$ cat src/pkg/gpp_pkg.sv
// gpp_pkg: register indices, reset values and decode for the port block
// assumes a 32-bit axi4-lite slave; byte address = 4 * register index
package gpp_pkg;

  // bus widths
  localparam int ADDR_W = 18;              // byte address width
  localparam int DATA_W = 32;              // axi data width
  localparam int PAD_W  = 24;              // zero bits above a byte

  // register indices (byte address is four times these)
  localparam logic [15:0] IDX_DIR0  = 16'hff20; // port0_direction
  localparam logic [15:0] IDX_DIR1  = 16'hff21; // port1_direction
  localparam logic [15:0] IDX_DIR4  = 16'hff24; // port4_direction
  localparam logic [15:0] IDX_DIR6  = 16'hff26; // port6_direction
  localparam logic [15:0] IDX_PULL  = 16'hfff7; // pullup_option
  localparam logic [15:0] IDX_SEG   = 16'hff58; // segment_function_select
  localparam logic [15:0] IDX_LAT0  = 16'hff00; // port 0 data
  localparam logic [15:0] IDX_LAT1  = 16'hff01; // port 1 data
  localparam logic [15:0] IDX_LAT4  = 16'hff04; // port 4 data
  localparam logic [15:0] IDX_LAT6  = 16'hff06; // port 6 data
  localparam logic [15:0] IDX_PORT8 = 16'hff08; // port 8 pins, read only

  // reset values and masks
  localparam logic [7:0] DIR_RST   = 8'hff;  // all inputs
  localparam logic [7:0] PULL_RST  = 8'h00;  // no pull-ups
  localparam logic [7:0] SEG_RST   = 8'h00;  // all general inputs
  localparam logic [7:0] LATCH_RST = 8'h00;  // output latches
  localparam logic [7:0] PULL_MASK = 8'h13;  // bits 0, 1 and 4 exist
  localparam logic [7:0] SEG_MASK  = 8'h3f;  // bits 0 to 5 exist

  // field positions
  localparam int PU_G0   = 0;              // group 0 pull-up enable
  localparam int PU_G1   = 1;              // group 1 pull-up enable
  localparam int PU_G4   = 4;              // group 4 pull-up enable
  localparam int IRQ_BIT = 1;              // port 6 bit shared with irq
  localparam int TMR_BIT = 0;              // port 6 bit shared with timer

  // axi responses
  localparam logic [1:0] RESP_OKAY   = 2'h0;
  localparam logic [1:0] RESP_SLVERR = 2'h2;

  // register selector
  typedef enum logic [3:0] {
    REG_NONE  = 4'h0,
    REG_DIR0  = 4'h1,
    REG_DIR1  = 4'h2,
    REG_DIR4  = 4'h3,
    REG_DIR6  = 4'h4,
    REG_PULL  = 4'h5,
    REG_SEG   = 4'h6,
    REG_LAT0  = 4'h7,
    REG_LAT1  = 4'h8,
    REG_LAT4  = 4'h9,
    REG_LAT6  = 4'ha,
    REG_PORT8 = 4'hb
  } gpp_reg_t;

  // address decode, shared by the read and write paths
  function automatic gpp_reg_t gpp_decode(input logic [ADDR_W-1:0] a);
    logic [15:0] idx;
    idx = a[ADDR_W-1:2];
    if (a[1:0] != 2'h0) return REG_NONE;
    unique case (idx)
      IDX_DIR0:  return REG_DIR0;
      IDX_DIR1:  return REG_DIR1;
      IDX_DIR4:  return REG_DIR4;
      IDX_DIR6:  return REG_DIR6;
      IDX_PULL:  return REG_PULL;
      IDX_SEG:   return REG_SEG;
      IDX_LAT0:  return REG_LAT0;
      IDX_LAT1:  return REG_LAT1;
      IDX_LAT4:  return REG_LAT4;
      IDX_LAT6:  return REG_LAT6;
      IDX_PORT8: return REG_PORT8;
      default:   return REG_NONE;
    endcase
  endfunction

endpackage

$ cat src/rtl/gpp_sync.sv
// gpp_sync: two-flop synchroniser for asynchronous pin levels
// assumes one clock; clock enable freezes both stages
`timescale 1ns/1ns
`default_nettype none
module gpp_sync #(
  parameter int W = 18
) (
  input  wire logic         clock,
  input  wire logic         rst_n,
  input  wire logic         ce,
  input  wire logic [W-1:0] din,
  output logic      [W-1:0] dout
);

  logic [W-1:0] meta;  // first stage, read only by dout

  // metastability guard; reset clears both stages
  always_ff @(posedge clock) begin
    if (!rst_n) begin
      meta <= '0;
      dout <= '0;
    end else if (ce) begin
      meta <= din;
      dout <= meta;
    end
  end

endmodule // gpp_sync
`default_nettype wire

$ cat src/rtl/gpp_port.sv
// gpp_port: one bidirectional port: latch, direction, pad drive, pull-ups
// assumes synchronised pin levels and byte writes from the bus slave
`timescale 1ns/1ns
`default_nettype none
module gpp_port #(
  parameter int W = 4
) (
  input  wire logic         clock,
  input  wire logic         rst_n,
  input  wire logic         ce,
  input  wire logic [7:0]   wr_data,
  input  wire logic         latch_we,
  input  wire logic         dir_we,
  input  wire logic [W-1:0] pins,
  input  wire logic [W-1:0] alt_out,
  input  wire logic         group_pullup,
  output logic      [W-1:0] pin_out,
  output logic      [W-1:0] pin_oe,
  output logic      [W-1:0] pu_en,
  output logic      [W-1:0] latch,
  output logic      [W-1:0] dir,
  output logic      [W-1:0] rd_port
);

  logic [W-1:0] next_latch;  // latch after a write
  logic [W-1:0] next_dir;    // direction after a write

  // latch takes writes even in input mode; pin is untouched then
  assign next_latch = latch_we ? wr_data[W-1:0] : latch;
  assign next_dir   = dir_we ? wr_data[W-1:0] : dir;
  // output bits read the latch, input bits the pin
  assign rd_port = (dir & pins) | (~dir & latch);

  // state and pad drive, all registered
  always_ff @(posedge clock) begin
    if (!rst_n) begin
      latch   <= gpp_pkg::LATCH_RST[W-1:0];
      dir     <= gpp_pkg::DIR_RST[W-1:0];
      pin_out <= gpp_pkg::LATCH_RST[W-1:0];
      pin_oe  <= '0;
      pu_en   <= '0;
    end else if (ce) begin
      latch   <= next_latch;
      dir     <= next_dir;
      pin_out <= next_latch | alt_out;
      pin_oe  <= ~next_dir;
      pu_en   <= {W{group_pullup}} & next_dir;
    end
  end

endmodule // gpp_port
`default_nettype wire

$ cat src/rtl/gpp_top.sv
// gpp_top: general-purpose ports 0, 1, 4, 6 and input port 8
// assumes an axi4-lite master on clock; pins arrive asynchronously
//
// Our own choice: the AXI4-Lite register port.
`timescale 1ns/1ns
`default_nettype none
// Behaviour
// eighteen pins, twelve bidirectional, ten pull-ups
// port 0: four bits, latch, per-bit direction
// port 1: two bits, latch, per-bit direction
// port 4: four bits, also feeds key return
// port 6: timer, interrupt, analog; no pull-ups
// port 8: six inputs, per-bit segment select
// direction registers reset to all ones
// direction 0 drives pin, 1 releases it
// direction registers writable by byte or bit
// software sets alternate-function pins per table
// output change on irq pin raises request
// software masks irq before driving that pin
// pull-up enables: bit0 port0, bit1, bit4
// pull-up only on enabled input-mode bits
// pull-up option resets zero, byte/bit writable
// software writes zero to unused pull-up bits
// unimplemented direction bits read one, ignore writes
// port read: latch if output, pin if input
// write in input mode updates latch only
// segment select: 0 port, 1 segment; reset zero
module gpp_top (
  input  wire logic        clock,
  input  wire logic        rst_n,
  input  wire logic        ce,
  // axi4-lite write address
  input  wire logic [17:0] awaddr,
  input  wire logic        awvalid,
  output logic             awready,
  // axi4-lite write data
  input  wire logic [31:0] wdata,
  input  wire logic [3:0]  wstrb,
  input  wire logic        wvalid,
  output logic             wready,
  // axi4-lite write response
  output logic      [1:0]  bresp,
  output logic             bvalid,
  input  wire logic        bready,
  // axi4-lite read address
  input  wire logic [17:0] araddr,
  input  wire logic        arvalid,
  output logic             arready,
  // axi4-lite read data
  output logic      [31:0] rdata,
  output logic      [1:0]  rresp,
  output logic             rvalid,
  input  wire logic        rready,
  // port 0 pins
  input  wire logic [3:0]  port0_pin_in,
  output logic      [3:0]  port0_pin_out,
  output logic      [3:0]  port0_pin_oe,
  output logic      [3:0]  port0_pullup,
  // port 1 pins
  input  wire logic [1:0]  port1_pin_in,
  output logic      [1:0]  port1_pin_out,
  output logic      [1:0]  port1_pin_oe,
  output logic      [1:0]  port1_pullup,
  // port 4 pins
  input  wire logic [3:0]  port4_pin_in,
  output logic      [3:0]  port4_pin_out,
  output logic      [3:0]  port4_pin_oe,
  output logic      [3:0]  port4_pullup,
  // port 6 pins
  input  wire logic [1:0]  port6_pin_in,
  output logic      [1:0]  port6_pin_out,
  output logic      [1:0]  port6_pin_oe,
  // port 8 pins
  input  wire logic [5:0]  port8_pin_in,
  output logic      [5:0]  port8_pin_out,
  output logic      [5:0]  port8_pin_oe,
  // alternate-function paths
  input  wire logic        timer_output_pin,
  input  wire logic        analog_select_bit,
  input  wire logic [5:0]  segment_data,
  output logic      [3:0]  key_return_inputs,
  output logic             external_interrupt_input,
  output logic             ext_irq_request,
  output logic             analog_input_channel
);

  // ---- pin synchronisers
  // all eighteen pin inputs pass two flops before any logic
  logic [17:0] pins_async;   // raw pin levels, packed
  logic [17:0] pins_sync;    // synchronised levels
  logic [3:0]  pin0_s;       // port 0 levels
  logic [1:0]  pin1_s;       // port 1 levels
  logic [3:0]  pin4_s;       // port 4 levels
  logic [1:0]  pin6_s;       // port 6 levels
  logic [5:0]  pin8_s;       // port 8 levels

  // eighteen pins in total
  assign pins_async = {port8_pin_in, port6_pin_in, port4_pin_in,
                       port1_pin_in, port0_pin_in};
  assign pin0_s = pins_sync[3:0];
  assign pin1_s = pins_sync[5:4];
  assign pin4_s = pins_sync[9:6];
  assign pin6_s = pins_sync[11:10];
  assign pin8_s = pins_sync[17:12];

  gpp_sync #(
    .W (18)
  ) u_sync (
    .clock (clock),
    .rst_n (rst_n),
    .ce    (ce),
    .din   (pins_async),
    .dout  (pins_sync)
  );

  // ---- write channel state
  logic [17:0] aw_addr_q;    // captured write address
  logic        aw_full;      // address held
  logic        w_full;       // data held
  logic [7:0]  w_byte_q;     // low data byte
  logic        w_lane_q;     // low byte lane enabled

  // ---- register state kept here
  logic [7:0]  pullup_option;            // group pull-up enables
  logic [5:0]  segment_function_select;  // port 8 function bits

  // ---- decode
  gpp_pkg::gpp_reg_t wr_sel;  // target of the held write
  gpp_pkg::gpp_reg_t rd_sel;  // target of the offered read
  logic        write_fire;    // both halves held, no response pending
  logic        wr_en;         // fire with the low lane enabled
  logic        we_dir0;
  logic        we_dir1;
  logic        we_dir4;
  logic        we_dir6;
  logic        we_lat0;
  logic        we_lat1;
  logic        we_lat4;
  logic        we_lat6;
  logic        we_pull;
  logic        we_seg;
  logic        aw_take;       // write address handshake
  logic        w_take;        // write data handshake
  logic        ar_take;       // read address handshake

  assign aw_take    = awvalid & awready;
  assign w_take     = wvalid & wready;
  assign ar_take    = arvalid & arready;
  assign write_fire = aw_full & w_full & ~bvalid;
  assign wr_sel     = gpp_pkg::gpp_decode(aw_addr_q);
  assign rd_sel     = gpp_pkg::gpp_decode(araddr);
  // a write with byte lane 0 off stores nothing
  assign wr_en      = write_fire & w_lane_q;
  assign we_dir0 = wr_en & (wr_sel == gpp_pkg::REG_DIR0);
  assign we_dir1 = wr_en & (wr_sel == gpp_pkg::REG_DIR1);
  assign we_dir4 = wr_en & (wr_sel == gpp_pkg::REG_DIR4);
  assign we_dir6 = wr_en & (wr_sel == gpp_pkg::REG_DIR6);
  assign we_lat0 = wr_en & (wr_sel == gpp_pkg::REG_LAT0);
  assign we_lat1 = wr_en & (wr_sel == gpp_pkg::REG_LAT1);
  assign we_lat4 = wr_en & (wr_sel == gpp_pkg::REG_LAT4);
  assign we_lat6 = wr_en & (wr_sel == gpp_pkg::REG_LAT6);
  assign we_pull = wr_en & (wr_sel == gpp_pkg::REG_PULL);
  assign we_seg  = wr_en & (wr_sel == gpp_pkg::REG_SEG);

  // ---- ports
  logic [3:0] lat0, dir0, rd0;  // port 0 latch, direction, read
  logic [1:0] lat1, dir1, rd1;  // port 1
  logic [3:0] lat4, dir4, rd4;  // port 4
  logic [1:0] lat6, dir6, rd6;  // port 6
  logic [1:0] alt6;             // port 6 alternate drive

  // timer output ors with latch bit 0 onto the pin drive; software keeps latch 0 then
  assign alt6 = {1'b0, timer_output_pin};

  gpp_port #(
    .W (4)
  ) u_port0 (
    .clock        (clock),
    .rst_n        (rst_n),
    .ce           (ce),
    .wr_data      (w_byte_q),
    .latch_we     (we_lat0),
    .dir_we       (we_dir0),
    .pins         (pin0_s),
    .alt_out      (4'h0),
    .group_pullup (pullup_option[gpp_pkg::PU_G0]),
    .pin_out      (port0_pin_out),
    .pin_oe       (port0_pin_oe),
    .pu_en        (port0_pullup),
    .latch        (lat0),
    .dir          (dir0),
    .rd_port      (rd0)
  );

  gpp_port #(
    .W (2)
  ) u_port1 (
    .clock        (clock),
    .rst_n        (rst_n),
    .ce           (ce),
    .wr_data      (w_byte_q),
    .latch_we     (we_lat1),
    .dir_we       (we_dir1),
    .pins         (pin1_s),
    .alt_out      (2'h0),
    .group_pullup (pullup_option[gpp_pkg::PU_G1]),
    .pin_out      (port1_pin_out),
    .pin_oe       (port1_pin_oe),
    .pu_en        (port1_pullup),
    .latch        (lat1),
    .dir          (dir1),
    .rd_port      (rd1)
  );

  gpp_port #(
    .W (4)
  ) u_port4 (
    .clock        (clock),
    .rst_n        (rst_n),
    .ce           (ce),
    .wr_data      (w_byte_q),
    .latch_we     (we_lat4),
    .dir_we       (we_dir4),
    .pins         (pin4_s),
    .alt_out      (4'h0),
    .group_pullup (pullup_option[gpp_pkg::PU_G4]),
    .pin_out      (port4_pin_out),
    .pin_oe       (port4_pin_oe),
    .pu_en        (port4_pullup),
    .latch        (lat4),
    .dir          (dir4),
    .rd_port      (rd4)
  );

  // port 6 has no pull-ups: group tied off, output left open
  gpp_port #(
    .W (2)
  ) u_port6 (
    .clock        (clock),
    .rst_n        (rst_n),
    .ce           (ce),
    .wr_data      (w_byte_q),
    .latch_we     (we_lat6),
    .dir_we       (we_dir6),
    .pins         (pin6_s),
    .alt_out      (alt6),
    .group_pullup (1'b0),
    .pin_out      (port6_pin_out),
    .pin_oe       (port6_pin_oe),
    .pu_en        (),
    .latch        (lat6),
    .dir          (dir6),
    .rd_port      (rd6)
  );

  // ---- read mux
  logic [7:0] rd_byte;     // selected register byte
  logic       rd_hit;      // address maps to a register
  logic [7:0] rd_dir0;     // directions with unused bits at one
  logic [7:0] rd_dir1;
  logic [7:0] rd_dir4;
  logic [7:0] rd_dir6;

  // unused direction positions read one and are never stored
  assign rd_dir0 = {gpp_pkg::DIR_RST[7:4], dir0};
  assign rd_dir1 = {gpp_pkg::DIR_RST[7:2], dir1};
  assign rd_dir4 = {gpp_pkg::DIR_RST[7:4], dir4};
  assign rd_dir6 = {gpp_pkg::DIR_RST[7:2], dir6};
  assign rd_hit  = (rd_sel != gpp_pkg::REG_NONE);
  // data reads of ports 0, 1, 4 and 6 take pin or latch per bit inside each port; port 8 reads its pins
  assign rd_byte =
    (rd_sel == gpp_pkg::REG_DIR0)  ? rd_dir0 :
    (rd_sel == gpp_pkg::REG_DIR1)  ? rd_dir1 :
    (rd_sel == gpp_pkg::REG_DIR4)  ? rd_dir4 :
    (rd_sel == gpp_pkg::REG_DIR6)  ? rd_dir6 :
    (rd_sel == gpp_pkg::REG_PULL)  ? pullup_option :
    (rd_sel == gpp_pkg::REG_SEG)   ? {2'h0, segment_function_select} :
    (rd_sel == gpp_pkg::REG_LAT0)  ? {4'h0, rd0} :
    (rd_sel == gpp_pkg::REG_LAT1)  ? {6'h00, rd1} :
    (rd_sel == gpp_pkg::REG_LAT4)  ? {4'h0, rd4} :
    (rd_sel == gpp_pkg::REG_LAT6)  ? {6'h00, rd6} :
    (rd_sel == gpp_pkg::REG_PORT8) ? {2'h0, pin8_s} :
    8'h00;

  // ---- write channel: address and data taken in either order
  always_ff @(posedge clock) begin
    if (!rst_n) begin
      awready   <= 1'b1;
      aw_full   <= 1'b0;
      aw_addr_q <= '0;
    end else if (ce) begin
      if (aw_take) begin
        aw_addr_q <= awaddr;
        aw_full   <= 1'b1;
        awready   <= 1'b0;
      end else if (write_fire) begin
        aw_full   <= 1'b0;
      end
      // reopen only after the response leaves
      if (bvalid && bready) begin
        awready <= 1'b1;
      end
    end
  end

  // data half of the write
  always_ff @(posedge clock) begin
    if (!rst_n) begin
      wready   <= 1'b1;
      w_full   <= 1'b0;
      w_byte_q <= 8'h00;
      w_lane_q <= 1'b0;
    end else if (ce) begin
      if (w_take) begin
        w_byte_q <= wdata[7:0];
        w_lane_q <= wstrb[0];
        w_full   <= 1'b1;
        wready   <= 1'b0;
      end else if (write_fire) begin
        w_full   <= 1'b0;
      end
      if (bvalid && bready) begin
        wready <= 1'b1;
      end
    end
  end

  // write response; unmapped addresses answer slverr
  always_ff @(posedge clock) begin
    if (!rst_n) begin
      bvalid <= 1'b0;
      bresp  <= gpp_pkg::RESP_OKAY;
    end else if (ce) begin
      if (write_fire) begin
        bvalid <= 1'b1;
        bresp  <= (wr_sel == gpp_pkg::REG_NONE) ?
                  gpp_pkg::RESP_SLVERR : gpp_pkg::RESP_OKAY;
      end else if (bvalid && bready) begin
        bvalid <= 1'b0;
      end
    end
  end

  // ---- read channel: one read at a time, data one cycle later
  always_ff @(posedge clock) begin
    if (!rst_n) begin
      arready <= 1'b1;
      rvalid  <= 1'b0;
      rdata   <= '0;
      rresp   <= gpp_pkg::RESP_OKAY;
    end else if (ce) begin
      if (ar_take) begin
        arready <= 1'b0;
        rvalid  <= 1'b1;
        rdata   <= {{gpp_pkg::PAD_W{1'b0}}, rd_byte};
        rresp   <= rd_hit ? gpp_pkg::RESP_OKAY : gpp_pkg::RESP_SLVERR;
      end else if (rvalid && rready) begin
        rvalid  <= 1'b0;
        arready <= 1'b1;
      end
    end
  end

  // ---- pull-up option and segment select
  // unused pull-up bits are not stored, so they read zero
  always_ff @(posedge clock) begin
    if (!rst_n) begin
      pullup_option           <= gpp_pkg::PULL_RST;
      segment_function_select <= gpp_pkg::SEG_RST[5:0];
    end else if (ce) begin
      if (we_pull) begin
        pullup_option <= w_byte_q & gpp_pkg::PULL_MASK;
      end
      if (we_seg) begin
        segment_function_select <= w_byte_q[5:0];
      end
    end
  end

  // ---- port 8 and alternate functions
  logic next_irq_level;  // level seen by the interrupt input

  // in output mode the latch is what the pin shows, so a latch
  // change reaches the interrupt edge logic as on silicon
  assign next_irq_level =
    (dir6[gpp_pkg::IRQ_BIT] ? pin6_s[gpp_pkg::IRQ_BIT]
                            : lat6[gpp_pkg::IRQ_BIT])
    & ~analog_select_bit;

  // registered alternate paths and segment drive
  always_ff @(posedge clock) begin
    if (!rst_n) begin
      port8_pin_out            <= 6'h00;
      port8_pin_oe             <= 6'h00;
      key_return_inputs        <= 4'h0;
      external_interrupt_input <= 1'b0;
      ext_irq_request          <= 1'b0;
      analog_input_channel     <= 1'b0;
    end else if (ce) begin
      // select 1 drives the segment, 0 leaves an input
      port8_pin_out <= segment_data;
      port8_pin_oe  <= segment_function_select;
      key_return_inputs        <= rd4;
      external_interrupt_input <= next_irq_level;
      // any level change, including a driven one, requests
      ext_irq_request <= next_irq_level
                         ^ external_interrupt_input;
      analog_input_channel <= pin6_s[gpp_pkg::IRQ_BIT]
                              & analog_select_bit;
    end
  end

endmodule // gpp_top
`default_nettype wire

$ cat config.mk
export PLATFORM = sky130hd
export DESIGN_NAME = gpp_top
export DESIGN_NICKNAME = d
export VERILOG_FILES = /design/src/pkg/gpp_pkg.sv /design/src/rtl/gpp_sync.sv /design/src/rtl/gpp_port.sv /design/src/rtl/gpp_top.sv
export SDC_FILE = /design/constraint.sdc
export NUM_CORES = 1
export LEC_CHECK = 0
export BUFFER_PORTS_ARGS = -buffer_cell sky130_fd_sc_hd__buf_4
export CAP_MARGIN = 20
export CORE_UTILIZATION = 57
export DETAILED_ROUTE_END_ITERATION = 12
export HOLD_SLACK_MARGIN = 0.06
export PLACE_DENSITY = 0.9
export SYNTH_ARGS = -nofsm -noshare
export SYNTH_HDL_FRONTEND = slang
export SYNTH_SLANG_ARGS = --single-unit
$ cat constraint.sdc
create_clock -name clock -period 6.6 [get_ports clock]
set_clock_uncertainty 0.05 [all_clocks]
set_input_delay 0.66 -clock clock [delete_from_list [all_inputs] [get_ports clock]]
set_output_delay 0.66 -clock clock [all_outputs]
set_load 0.02 [all_outputs]
; ---- After elaboration in Yosys (flattened, before gate mapping)
; Index checks and enable logic that the tools add are counted.
[classes]
bitwise_logic = 45
n_mux = 42
eq_ne = 43
reduce_logical = 27
[ops]
columns = cell, count
row1 = $eq 16x16->1 const B, 22
row2 = $pmux 4 s11, 2
row3 = $mux 6, 7
row4 = $eq 4x3->1 const B, 8
row5 = $mux 8, 4
row6 = $reduce_and 2->1, 15
row7 = $eq 4x4->1 const B, 7
row8 = $mux 4, 7
row9 = $and 4x4->4, 6
row10 = $and 1x1->1, 18
row11 = $eq 4x2->1 const B, 4
row12 = $mux 1, 16
row13 = $not 4->4, 4
row14 = $reduce_bool 2->1, 8
row15 = $mux 2, 6
row16 = $and 2x2->2, 5
row17 = $eq 4x1->1 const B, 2
row18 = $not 2->2, 4
row19 = $or 4x4->4, 2
row20 = $logic_not 4->1, 1
row21 = $or 2x2->2, 2
row22 = $reduce_bool 4->1, 1
row23 = $logic_and 1x1->1, 2
row24 = $not 1->1, 2
row25 = 2 further kinds, 2
[totals]
in_bits = 106
output_inout_bits = 94
reg_bits = 156
word_cells = 196

; ---- Depth between registers and ports, before layout
[logic_depth]
ltp_word = 15
ltp_mapped = 9

; ---- Modules after synthesis
; From an unflattened synthesis, not the netlist that was laid out.
[hier_totals]
hier_cells = 876
area_unflattened_um2 = 8142.8
[modules_own_cells]
columns = module, area_each_um2, seq_area_each_um2, n_inst, cells_per_inst
row1 = gpp_top, 4073.9, 1421.4, 1, 495
row2 = gpp_port at u_port0 ..., 874.6, 400.4, 2, 87
row3 = gpp_sync, 1388.8, 720.7, 1, 115
row4 = gpp_port at u_port1 ..., 465.4, 200.2, 2, 46

; ---- Least setup slack after synthesis
; Ideal clock, no wire load.
[synth_path]
path_kind = input-to-reg
from = input port araddr[5]
to = register rdata[3]
arrival_time_ps = 2696
setup_time_ps = 96
setup_slack_ps = 3758
required_time_ps = 6454
cell_stages = 8
cell_sequence = clkbuf_1 > or4b_2 > a31oi_1 > o21ai_0 > a211oi_1 > a211o_1 > a21oi_1 > nor4b_1
[synth_via]
elab_chain_len = 15
word_cells_on_any_way = 35
[synth_rtl]
columns = element, line_no
row1 = from (decl), gpp_top.sv:46  ; input wire logic [17:0] araddr,
row2 = $eq 16x16->1, gpp_pkg.sv:63  ; unique case (idx)
row3 = $pmux 4 s11 *, gpp_pkg.sv:63
row4 = $mux 4 *, gpp_pkg.sv:63
row5 = $eq 4x4->1, gpp_top.sv:282  ; (rd_sel == gpp_pkg::REG_PORT8) ? {2'h0, pin8_s} :
row6 = $mux 6, gpp_top.sv:282
row7 = $mux 6, gpp_top.sv:281  ; (rd_sel == gpp_pkg::REG_LAT6) ? {6'h00, rd6} :
row8 = $mux 6, gpp_top.sv:280  ; (rd_sel == gpp_pkg::REG_LAT4) ? {4'h0, rd4} :
row9 = $mux 6, gpp_top.sv:279  ; (rd_sel == gpp_pkg::REG_LAT1) ? {6'h00, rd1} :
row10 = $mux 6, gpp_top.sv:278  ; (rd_sel == gpp_pkg::REG_LAT0) ? {4'h0, rd0} :
row11 = $mux 6, gpp_top.sv:277  ; (rd_sel == gpp_pkg::REG_SEG) ? {2'h0, segment_function_select} :
row12 = $mux 6, gpp_top.sv:276  ; (rd_sel == gpp_pkg::REG_PULL) ? pullup_option :
row13 = $mux 8, gpp_top.sv:275  ; (rd_sel == gpp_pkg::REG_DIR6) ? rd_dir6 :
row14 = $mux 8, gpp_top.sv:274  ; (rd_sel == gpp_pkg::REG_DIR4) ? rd_dir4 :
row15 = $mux 8, gpp_top.sv:273  ; (rd_sel == gpp_pkg::REG_DIR1) ? rd_dir1 :
row16 = $mux 8 *, gpp_top.sv:272  ; (rd_sel == gpp_pkg::REG_DIR0) ? rd_dir0 :
row17 = to (signal assigned), gpp_top.sv:355  ; rdata <= {{gpp_pkg::PAD_W{1'b0}}, rd_byte};
row18 = to (decl), gpp_top.sv:50  ; output logic [31:0] rdata,
; Every way passes the cells marked *; elsewhere a longest branch is shown, timed or not.
; A chain may end at the register's enable or synchronous reset.

; ---- Worst setup path after layout
[layout_path]
from = input port araddr[16]
to = register rdata[3]
; Same word-level chain as after synthesis.

==> run summary <==
Tot Pwr: 2.10 mW
CTS Hold Bufs: 0
Port buffer count: 144
Syn avg cell area: 9.15 µm²
Antenna Violating Nets Remaining: 0
Final #Nets: 1025
Remaining routing DRC violations: 0
Fin area: 8910 µm²
Pleak: 3.93 nW
Final hold viol count: 0
Netlist cell types: 67
Critical path arrival: 3.53 ns
MaxCap Viol Count: 0
Setup TNS: 0 ns
EDFF count, synth: 0
WL final: 18200 µm
Root Buffer Master: clkbuf_16
Initial antenna violation count: 0
Area growth syn-to-layout: 21.2%
Synth top area share: 41.4%
Initial Util: 58.3%
DRT iter0 DRCs: 477
Clock power frac: 43.3%
Sequential power share: 46.4%
CTS clk-pin slew, worst paths: 0.06 ns
Die height: 116 µm
DR vias: 6245
CTS resizes: 0
Drt wl/cell: 16.5 µm
Placeable Area: 12600 µm²
CP Launch Type: input port
PD cells: 235 nW/µm²
Most common cell after layout, fill and taps aside: dfxtp_1
TritonCTS Sinks: 152
Max-slew violations: 0
CTS max path bufs: 2
Skew-Pair Late Insertion Delay: 0.43 ns
Status: finished, final reports clean
Synth top area cells: dfxtp_1 41%, mux2i_1 14%, nor2b_1 7.3%, nand2_1 4.7%, buf_4 2.9%
Worst-margin pin slew: 1.02 ns
Yosys warning count: 0
Largest family of logic cells by synthesized area: simple AND/OR/NAND/NOR gates
Min Clock Period, post-route: 3.25 ns
Row count: 41
Storage cell area: 3040 µm²
Adder-Cell Fraction of Synth Area: 0%
Cell Area, Placed: 8370 µm²
Hold Path Class: reg -> reg
Max-slew headroom: 31.3%
#FFs+latches synth: 152
Comb pwr share: 10.3%
Share of cells above drive strength 1: 21.3%
Post-synthesis sequential area ratio: 41.4%
DR vias/cell: 5.66
Fmax: 307 MHz
# setup viols final: 0
Max IR drop VDD: 0.267 mV
# Post-CTS Setup Buffers: 0
Setup Crit Path Kind: in -> reg
Post-Synth XOR/XNOR Area: 0.238%
Full die area: 13400 µm²
Simple-gate share of the synthesized area: 23.9%
DR pass1 iterations: 5
I/O Pins: 200
Post-Syn Instances: 804
Max FO, Critical Path: 10
GP Congestion: 0.959
CTS tree: yes
Critical path data required time: 6.88 ns
Fillers: 933
Pin count of the biggest net entering global routing: 99
Mapped Area: 7350 µm²
First-pass GRT wire length: 29200 µm
Cell Int Power: 1.59 mW
Vias in the first global route: 5931
P_sw: 0.511 mW
Diode count: 0
Post-synthesis mux area share: 14.2%
Synth Flop Type: dfxtp_1
Grt total ovfl: 0
Die Wd: 116 µm
Area of the multi-input gates: 3990 µm²
Total CTS buffers: 17
RSZ-0062 raised after global routing: false
Most frequent cells in the layout: 152 x dfxtp_1, 147 x buf_4, 101 x mux2i_1
FFs w/ async S/R, synth: 0%
H-tree levels: 4
Switching share of power: 24.4%
Nature of the critical path endpoint: flip-flop
Hpwl dp: 13000 µm
Compound-Gate Fraction of Synth Area: 14.5%
GRT Resource Usage Total: 28.3%
Leading area contributor after synthesis: dfxtp_1
Tcrit/Tclk final: 49.3%
-- worst max-delay path: stages --
cell and delay, ns:
buf_4 0.08, nand4_1 0.13, nor4_1 0.86, nand3_1 0.55
a211oi_1 0.68, a211o_1 0.23, a21oi_1 0.07, nor4b_1 0.28
-- cell usage after synthesis (3+ instances only) --
cell type and n:
a211oi_1 6, buf_4 28, nand3_1 27, a21oi_1 17
o211ai_1 5, mux2i_1 101, nor2_1 20, nand2_1 93
nor3_1 19, mux2_2 3, or3_1 9, clkbuf_1 40
o211a_1 7, inv_1 5, a211o_1 5, or2_2 5
nor2b_1 86, a311o_1 4, buf_1 5, nor4_1 12
o21ai_0 23, a22o_1 9, a31oi_1 3, o21a_1 6
a21o_1 6, and2_1 7, o21bai_1 3, or4_1 7
and3_1 7, nor4b_1 4, dfxtp_1 152, nand4_1 7
a21boi_0 22, a22oi_1 4, o31ai_1 4
-- logic make-up (layout without fill, tap and decap cells) --
logic type             count (synthesis)  after routing
AND/OR/NAND/NOR                      320            320
buffers and inverters                 81            183
multiplexers                         104            104
flip-flops                           152            152
XOR/XNOR                               2              2
AO/OA/AOI/OAI                        144            144
other                                  1             26
-- path summary, 6_finish.rpt --
path                         start                          to  slack [ns]  cells after the start
hold reg to reg   u_port0.pu_en[1]            u_port0.pu_en[1]        0.39                      2
setup reg to reg      aw_addr_q[4]  segment_function_select[3]        3.44                      7
hold / removal    u_port0.pu_en[1]            u_port0.pu_en[1]        0.39                      2
setup / recovery        araddr[16]                    rdata[3]        3.35                      8
-- power groups by stage --
| stage | sequential [mW] | clock [mW] | combinational [mW] |
|---|---|---|---|
| after floorplan | 0.991 | 0 | 0.145 |
| after global placement | 0.991 | 0 | 0.209 |
| after detailed placement | 0.992 | 0 | 0.214 |
| after CTS | 0.972 | 0.913 | 0.215 |
| after global routing | 0.976 | 0.962 | 0.236 |
| final | 0.973 | 0.907 | 0.217 |
-- routing by layer --
layer	GRT usage, %	wire length (µm)
met5	0	0
met4	11.5	416
met3	8.63	1320
met2	44.8	8460
met1	36.1	8000
-- registers in the layout, indices dropped and copies added, names as in the netlist, 6 cells and up --
signal and count:
aw_addr_q 18, port8_pin_oe 6, port8_pin_out 6, rdata 7, segment_function_select 6, u_sync.dout 18, u_sync.meta 18, w_byte_q 6
-- area by class of cell --
cell class / instances / area share, %
inverters: 5 / 0.211
multi-input cells: 596 / 44.7
flip-flops and latches: 152 / 34.1
well taps: 172 / 2.41
clock buffers: 22 / 5.32
clock inverters: 9 / 0.842
repair buffers: 147 / 12.4
-- metrics by stage --
| step | utilization (%) | setup WS [ns] | instances | hold slack (ns) |
|---|---|---|---|---|
| final | 70.6 | 3.35 | 1103 | 0.390 |
| after global routing | 70.6 | 3.07 | 1103 | 0.409 |
| after CTS | 70.6 | 3.47 | 1103 | 0.392 |
| after detailed placement | 66.3 | 3.07 | 1072 | 0.384 |
| after global placement | 66.3 | 3.08 | 1072 | 0.376 |
| after floorplan | - | 3.76 | 829 | 0.393 |
Power figures use the tool's default switching activity.
